--- src/inc/bfw_pkg.sv ---
// constants for the bridge forwarding window register bank
// Functional notes
// - memory window steers memory forwarding decision
// - memory bottom bits 15:4 give address 31:20
// - memory top bits 31:20, low bits ones
// - prefetch low nibbles read fixed 0001
// - prefetch window steers memory read/write forwarding
// - prefetch bottom 31:20, upper half separate
// - prefetch top 31:20, low bits ones
// - prefetch bottom upper dword, writable, reset zero
// - prefetch top upper dword, writable, reset zero
// - io bottom upper sixteen bits, reset zero
// - io top upper sixteen bits, reset zero
// - capability pointer reads fixed 80h
// - io bottom 15:12 from nibble, rest zero
// - io top 15:12 from nibble, rest ones
package bfw_pkg;
    localparam int ADDR_W = 8;
    localparam int DATA_W = 32;
    localparam int BE_W = 4;
    localparam int NUM_WORDS = 7;
    localparam logic [3:0] IDX_NONE = 4'hf;
    // word index order: io low, memory, prefetch low, prefetch upper pair, io upper, cap
    localparam int IDX_IO_LOW = 0;
    localparam int IDX_MEM = 1;
    localparam int IDX_PREF = 2;
    localparam int IDX_PREF_BOT_HI = 3;
    localparam int IDX_PREF_TOP_HI = 4;
    localparam int IDX_IO_HI = 5;
    localparam int IDX_CAP = 6;
    localparam logic [7:0] OFS [NUM_WORDS] = '{8'h1c, 8'h20, 8'h24, 8'h28, 8'h2c, 8'h30, 8'h34};
    localparam logic [31:0] WMASK [NUM_WORDS] = '{32'h0000f0f0, 32'hfff0fff0, 32'hfff0fff0,
        32'hffffffff, 32'hffffffff, 32'hffffffff, 32'h00000000};
    localparam logic [31:0] ROFIX [NUM_WORDS] = '{32'h00000101, 32'h00000000, 32'h00010001,
        32'h00000000, 32'h00000000, 32'h00000000, 32'h00000080};
    localparam logic [31:0] WORD_RESET = 32'h00000000;
    // field positions inside the words
    localparam int BOT12_LSB = 4;
    localparam int TOP12_LSB = 20;
    localparam int NIB_BOT_LSB = 4;
    localparam int NIB_TOP_LSB = 12;
    localparam int HI16_BOT_LSB = 0;
    localparam int HI16_TOP_LSB = 16;
    // implied low address bits of each window edge
    localparam logic [19:0] FILL20_ZERO = 20'h00000;
    localparam logic [19:0] FILL20_ONES = 20'hfffff;
    localparam logic [11:0] FILL12_ZERO = 12'h000;
    localparam logic [11:0] FILL12_ONES = 12'hfff;
    localparam logic [31:0] UPPER_ZERO = 32'h00000000;
endpackage

--- src/verilog/bfw_range_cmp.sv ---
// inclusive address window comparator
`timescale 1ns/1ps
`default_nettype none
module bfw_range_cmp #(
    parameter int W = 32
) (
    input wire logic [W-1:0] i_addr,
    input wire logic [W-1:0] i_bottom,
    input wire logic [W-1:0] i_top,
    output logic o_hit
);
    // both edges inclusive; bottom above top gives an empty window
    assign o_hit = (i_addr >= i_bottom) && (i_addr <= i_top);
endmodule
`default_nettype wire

--- src/verilog/bfw_wait_gen.sv ---
// avalon waitrequest generator, one wait state per access
`timescale 1ns/1ps
`default_nettype none
module bfw_wait_gen (
    input wire logic i_clock,
    input wire logic i_rst,
    input wire logic i_request,
    output logic o_waitrequest,
    output logic o_accept
);
    logic wait_q;
    // high by default so a request is never taken before decode settles
    always_ff @(posedge i_clock or posedge i_rst) begin
        if (i_rst) begin
            wait_q <= 1'b1;
        end else if (i_request && wait_q) begin
            wait_q <= 1'b0;
        end else begin
            wait_q <= 1'b1;
        end
    end
    assign o_waitrequest = wait_q;
    // the master samples waitrequest low at this edge
    assign o_accept = i_request && !wait_q;
endmodule
`default_nettype wire

--- src/verilog/bfw_window_regs.sv ---
// forwarding window registers with avalon slave and window lookup
//
// The implementer's own choice: the Avalon-MM interface to the registers.
`timescale 1ns/1ps
`default_nettype none
module bfw_window_regs (
    input wire logic i_clock,
    input wire logic i_rst,
    input wire logic [7:0] i_avs_address,
    input wire logic i_avs_read,
    input wire logic i_avs_write,
    input wire logic [31:0] i_avs_writedata,
    input wire logic [3:0] i_avs_byteenable,
    output logic [31:0] o_avs_readdata,
    output logic o_avs_waitrequest,
    input wire logic i_lookup_valid,
    input wire logic [63:0] i_lookup_addr,
    input wire logic i_lookup_is_io,
    output logic o_lookup_done,
    output logic o_mem_hit,
    output logic o_pref_hit,
    output logic o_io_hit
);
    logic [31:0] word_q [bfw_pkg::NUM_WORDS];
    logic [31:0] readdata_q;
    logic [31:0] rd_value;
    logic [3:0] rd_idx;
    logic [3:0] wr_idx;
    logic request;
    logic accept;
    logic first_cycle;
    logic wr_commit;
    logic lookup_done_q;
    logic mem_hit_q;
    logic pref_hit_q;
    logic io_hit_q;
    logic [31:0] mem_bottom;
    logic [31:0] mem_top;
    logic [63:0] pref_bottom;
    logic [63:0] pref_top;
    logic [31:0] io_bottom;
    logic [31:0] io_top;
    logic mem_in;
    logic pref_in;
    logic io_in;
    logic addr_below_4g;

    // address decode, shared by the read capture and the write commit
    function automatic logic [3:0] reg_index(input logic [7:0] addr);
        logic [3:0] idx;
        idx = bfw_pkg::IDX_NONE;
        for (int i = 0; i < bfw_pkg::NUM_WORDS; i++) begin
            if (addr == bfw_pkg::OFS[i]) begin
                idx = 4'(i);
            end
        end
        return idx;
    endfunction

    // byte lane merge, then drop every read-only and reserved bit
    function automatic logic [31:0] merge_word(
        input logic [31:0] old,
        input logic [31:0] wdata,
        input logic [3:0] be,
        input logic [31:0] mask
    );
        logic [31:0] res;
        res = old;
        for (int b = 0; b < bfw_pkg::BE_W; b++) begin
            if (be[b]) begin
                res[8*b +: 8] = wdata[8*b +: 8];
            end
        end
        return res & mask;
    endfunction

    // bus handshake: a request waits one cycle, then is accepted
    assign request = i_avs_read || i_avs_write;

    bfw_wait_gen u_wait (
        .i_clock(i_clock),
        .i_rst(i_rst),
        .i_request(request),
        .o_waitrequest(o_avs_waitrequest),
        .o_accept(accept)
    );

    assign first_cycle = request && o_avs_waitrequest;
    assign wr_commit = accept && i_avs_write;
    assign rd_idx = reg_index(i_avs_address);
    assign wr_idx = reg_index(i_avs_address);

    // one storage word per offset; generated since every word behaves alike
    for (genvar g = 0; g < bfw_pkg::NUM_WORDS; g++) begin : g_word
        always_ff @(posedge i_clock or posedge i_rst) begin
            if (i_rst) begin
                word_q[g] <= bfw_pkg::WORD_RESET;
            end else if (wr_commit && wr_idx == 4'(g)) begin
                word_q[g] <= merge_word(word_q[g], i_avs_writedata, i_avs_byteenable,
                    bfw_pkg::WMASK[g]);
            end
        end
    end

    // read view: stored bits plus the fixed read-only patterns
    always_comb begin
        rd_value = 32'h00000000;
        for (int i = 0; i < bfw_pkg::NUM_WORDS; i++) begin
            if (rd_idx == 4'(i)) begin
                rd_value = word_q[i] | bfw_pkg::ROFIX[i];
            end
        end
    end

    // read data latched in the wait cycle, stands through the accept edge
    always_ff @(posedge i_clock or posedge i_rst) begin
        if (i_rst) begin
            readdata_q <= 32'h00000000;
        end else if (first_cycle && i_avs_read) begin
            readdata_q <= rd_value;
        end
    end
    assign o_avs_readdata = readdata_q;

    // window edges built from the stored fields and implied low bits
    assign mem_bottom = {word_q[bfw_pkg::IDX_MEM][bfw_pkg::BOT12_LSB +: 12],
        bfw_pkg::FILL20_ZERO};
    assign mem_top = {word_q[bfw_pkg::IDX_MEM][bfw_pkg::TOP12_LSB +: 12],
        bfw_pkg::FILL20_ONES};
    assign pref_bottom = {word_q[bfw_pkg::IDX_PREF_BOT_HI],
        word_q[bfw_pkg::IDX_PREF][bfw_pkg::BOT12_LSB +: 12], bfw_pkg::FILL20_ZERO};
    assign pref_top = {word_q[bfw_pkg::IDX_PREF_TOP_HI],
        word_q[bfw_pkg::IDX_PREF][bfw_pkg::TOP12_LSB +: 12], bfw_pkg::FILL20_ONES};
    assign io_bottom = {word_q[bfw_pkg::IDX_IO_HI][bfw_pkg::HI16_BOT_LSB +: 16],
        word_q[bfw_pkg::IDX_IO_LOW][bfw_pkg::NIB_BOT_LSB +: 4],
        bfw_pkg::FILL12_ZERO};
    assign io_top = {word_q[bfw_pkg::IDX_IO_HI][bfw_pkg::HI16_TOP_LSB +: 16],
        word_q[bfw_pkg::IDX_IO_LOW][bfw_pkg::NIB_TOP_LSB +: 4],
        bfw_pkg::FILL12_ONES};

    bfw_range_cmp #(.W(32)) u_mem_cmp (
        .i_addr(i_lookup_addr[31:0]),
        .i_bottom(mem_bottom),
        .i_top(mem_top),
        .o_hit(mem_in)
    );

    bfw_range_cmp #(.W(64)) u_pref_cmp (
        .i_addr(i_lookup_addr),
        .i_bottom(pref_bottom),
        .i_top(pref_top),
        .o_hit(pref_in)
    );

    bfw_range_cmp #(.W(32)) u_io_cmp (
        .i_addr(i_lookup_addr[31:0]),
        .i_bottom(io_bottom),
        .i_top(io_top),
        .o_hit(io_in)
    );

    // the 32-bit memory and io windows live below 4 GB only
    assign addr_below_4g = i_lookup_addr[63:32] == bfw_pkg::UPPER_ZERO;

    // done strobe: one pulse per lookup cycle, back to back allowed
    always_ff @(posedge i_clock or posedge i_rst) begin
        if (i_rst) begin
            lookup_done_q <= 1'b0;
        end else begin
            lookup_done_q <= i_lookup_valid;
        end
    end

    // memory window decision, registered one cycle after the request
    always_ff @(posedge i_clock or posedge i_rst) begin
        if (i_rst) begin
            mem_hit_q <= 1'b0;
        end else begin
            mem_hit_q <= i_lookup_valid && !i_lookup_is_io && mem_in && addr_below_4g;
        end
    end

    // prefetch window decision over the full 64-bit address
    always_ff @(posedge i_clock or posedge i_rst) begin
        if (i_rst) begin
            pref_hit_q <= 1'b0;
        end else begin
            pref_hit_q <= i_lookup_valid && !i_lookup_is_io && pref_in;
        end
    end

    // io window decision; io space has no upper dword
    always_ff @(posedge i_clock or posedge i_rst) begin
        if (i_rst) begin
            io_hit_q <= 1'b0;
        end else begin
            io_hit_q <= i_lookup_valid && i_lookup_is_io && io_in && addr_below_4g;
        end
    end

    // flags fall back low between lookups, so readers must qualify with done
    assign o_lookup_done = lookup_done_q;
    assign o_mem_hit = mem_hit_q;
    assign o_pref_hit = pref_hit_q;
    assign o_io_hit = io_hit_q;
endmodule
`default_nettype wire

--- config.mk ---
export PLATFORM = sky130hd
export DESIGN_NAME = bfw_window_regs
export DESIGN_NICKNAME = d
export VERILOG_FILES = /design/src/inc/bfw_pkg.sv /design/src/verilog/bfw_range_cmp.sv /design/src/verilog/bfw_wait_gen.sv /design/src/verilog/bfw_window_regs.sv
export SDC_FILE = /design/constraint.sdc
export NUM_CORES = 1
export LEC_CHECK = 0
export BUFFER_PORTS_ARGS = -buffer_cell sky130_fd_sc_hd__clkbuf_2
export CAP_MARGIN = 20
export CORE_ASPECT_RATIO = 1.25
export CORE_MARGIN = 2
export CORE_UTILIZATION = 59
export CTS_BUF_LIST = sky130_fd_sc_hd__clkbuf_16
export DETAILED_ROUTE_END_ITERATION = 7
export GPL_ROUTABILITY_DRIVEN = 0
export PLACE_DENSITY = 0.81
export REMOVE_ABC_BUFFERS = 1
export SLEW_MARGIN = 40
export SYNTH_ARGS = -nofsm -noshare
export SYNTH_HDL_FRONTEND = slang
export SYNTH_SLANG_ARGS = --single-unit
export TNS_END_PERCENT = 5
--- constraint.sdc ---
create_clock -name i_clock -period 6.5 [get_ports i_clock]
set_input_delay 0.325 -clock i_clock [delete_from_list [all_inputs] [get_ports i_clock]]
set_output_delay 0.325 -clock i_clock [all_outputs]
set_load 0.005 [all_outputs]
==> results_dict.tcl <==
set metrics [dict create \
    status "finished with violations" \
    violations "hold timing" \
    tightestPinTransition_ns 0.668 \
    boundaryPins 151 \
    port_buffers 150 \
    slowest_stage "nor4_1" \
    hpwl_um 27500 \
    power_leakage_nw 6.59 \
    clockBufferDepth 2 \
    syn_area_per_cell_um2 10.2 \
    p_comb_share_pct 11.6 \
    synth_cell_types 62 \
    cts_setup_buffers 0 \
    clkPwrFrac_pct 42.9 \
    wire_per_inst_um 22.8 \
    yosysTopAreaCellShare_pct 39.4 \
    rr_startpoint "mem_top[21]" \
    yosysSeqAreaShare_pct 39.6 \
    dp_slack_ns 3.68 \
    area_delta_synth_final_pct 13.9 \
    initial_utilization_pct 59.8 \
    critPathKind "reg2reg" \
    antenna_found_initial 0 \
    synth_mux_area_share_pct 11.9 \
    finalSetupViolations 0 \
    max_cap_violations 0 \
    ys.warnings.count 0 \
    ant_nets 0 \
    fin_crit_sh_pct 37.7 \
    core_area_um2 20000 \
    synth_xor_area_share_pct 0 \
    ys_seq_elements 189 \
    path_cells "inv_1, ha_1, a21o_1, a21o_1, a21oi_1, nor2_1, o311ai_0, a21oi_1, nor4_1" \
    startpoint_type "flip-flop" \
    multi_input_area_um2 6480 \
    drc 0 \
    power.internal_mw 1.96 \
    ir_drop_mv 0.186 \
    rr_endpoint "o_mem_hit" \
    dieArea_um2 21400 \
    p_sw_mw 0.703 \
    ys_top_cells_by_count "dfrtp_1, inv_1, ha_1, mux2_2, nand2_1" \
    h-tree-depth 4 \
    syn_area_um2 11900 \
    pwr-share-seq_pct 45.5 \
    finalSetupTns_ns 0 \
    maxSlewViolCount 0 \
    synth_compound_area_share_pct 15.6 \
    synthAdderAreaFrac_pct 15.9 \
    async_reset_ff_share_pct 100 \
    seq_area_um2 4730 \
    insertion_delay_ns 0.45 \
    rr_worst_depth 9 \
    vias_per_cell 6.43 \
    rows 58 \
    vias 10300 \
    rsz0062_at_grt "false" \
    synth_ff_type "dfrtp_1" \
    reg2reg_slack_ns 4.05 \
    syn_inst 1174 \
    slowest_delay_ns 0.49 \
    num-nets-final 1581 \
    clock.fmax_mhz 408 \
    cts_tree "yes" \
    fill_cells 1482 \
    cp_num_buf_inv 1 \
    clkTransAtPathRegs_ns 0.08 \
    grt_max_degree 119 \
    slew_headroom_pct 55.0 \
    crit_fanout 3 \
    gr-usage-all-layers_pct 34.7 \
    endpoint_kind "flip-flop" \
    synth_area_leaders "dfrtp_1, ha_1, mux2_2" \
    die_h_um 163 \
    cts-hold-fix-buffers 0 \
    cts_root_buf "clkbuf_16" \
    drt_wl_total_um 36400 \
    synth_top_family_by_area "adder cells" \
    synth-simple-area-share_pct 10.6 \
    grt_pass1_wl_um 57000 \
    clock-sinks 189 \
    cts_buffers 17 \
    synth_largest_area_cell "dfrtp_1" \
    setup_ws_ns 4.05 \
    yosys.cell_count.top_type "dfrtp_1" \
    chipWidth_um 131 \
    drive_above_1_share_pct 25.6 \
    cp_top_family "compound AO/OA/AOI/OAI gates" \
    power.density_nw_per_um2 196 \
    hp-class "in2async" \
    post_cts_resized 0 \
    cp.required_ns 6.79 \
    grt_pass1_vias 10600 \
    crit_arrival_ns 2.74 \
    hold_viol 45 \
    synth_edf_count 0 \
    swShare_pct 26.4 \
    first_pass_iters 7 \
    fin_hold_ws_ns -0.0415 \
    overflow 0 \
    fin_crit_ns 2.45 \
    finClkSkew_ns 0.0117 \
    drt_iter0_markers 1141 \
    antenna_cells 0 \
]
-- routing by layer --
layer | vias up | wire, um | GRT usage [%]
met5 | - | 0 | 0
li1 | 4557 | - | -
met2 | 632 | 17400 | 58.4
met3 | 163 | 3140 | 5.93
met4 | 0 | 2510 | 22.9
met1 | 4930 | 13400 | 41.4
-- stage by stage --
step	util [%]	power, mW	hold WS, ns	cell area [um2]	cells
2_1_floorplan	-	1.38	0.356	11800	1137
3_3_place_gp	64.8	1.52	0.459	12900	1565
3_5_place_dp	64.9	1.53	0.469	13000	1566
4_1_cts	68.1	2.66	0.0446	13600	1598
5_1_grt	68.2	2.75	0.00887	13600	1598
6_report	68.2	2.66	-0.0415	13600	1598
-- power groups by stage --
stage / registers, mW / clock network, mW / logic (mW)
2_1_floorplan: 1.23 / 0 / 0.153
3_3_place_gp: 1.23 / 0 / 0.286
3_5_place_dp: 1.24 / 0 / 0.298
4_1_cts: 1.21 / 1.15 / 0.303
5_1_grt: 1.21 / 1.19 / 0.340
6_report: 1.21 / 1.14 / 0.308
-- final cells by class --
| cell class | count | area share, % |
|---|---|---|
| Inverter | 155 | 4.37 |
| Clock buffer | 17 | 3.13 |
| Multi-Input combinational cell | 793 | 47.6 |
| Clock inverter | 15 | 1.53 |
| Tap cell | 270 | 2.48 |
| Sequential cell | 189 | 34.8 |
| Timing Repair Buffer | 159 | 6.07 |
-- worst max-delay path by stage --
stage,from,end,slack [ns],depth (start not counted)
2_1_floorplan,i_rst,io_bottom[12],1.03,1
3_3_place_gp,i_avs_address[7],mem_top[31],3.68,6
3_5_place_dp,i_avs_address[7],pref_bottom[45],3.68,7
4_1_cts,mem_top[21],o_mem_hit,4.08,9
5_1_grt,pref_top[43],o_pref_hit,3.85,9
6_report,mem_top[21],o_mem_hit,4.05,9
-- cell usage in the layout (no fill, tap or decap), drive strengths merged, types with 28 or more instances in the layout --
master,count
nand4,28
clkbuf,167
nand2,93
dfrtp,188
nor2,30
a21o,34
inv,161
a21oi,67
o21ai,82
mux2,120
ha,152
-- worst reg2reg max path, cell delays in order, from the launching register on --
cell	delay, ns
dfrtp_1	0.38
inv_1	0.07
ha_1	0.30
a21o_1	0.16
a21o_1	0.17
a21oi_1	0.20
nor2_1	0.06
o311ai_0	0.33
a21oi_1	0.15
nor4_1	0.49
-- sequential cells by signal, indices dropped and copies added, names as in the netlist --
register and cells:
o_avs_readdata 32, o_mem_hit 1, o_pref_hit 1, io_top 20, o_io_hit 1, mem_top 12
io_bottom 20, pref_top 44, pref_bottom 44, u_wait.o_waitrequest 1, o_lookup_done 1, mem_bottom 12
-- cells by family after synthesis --
kind of cell,count (synthesis)
DFF,189
buffers and inverters,192
muxes,121
adders and majority gates,152
AOI/OAI and AO/OA,283
and+or+nand+nor,237
Power figures use the tool's default switching activity.
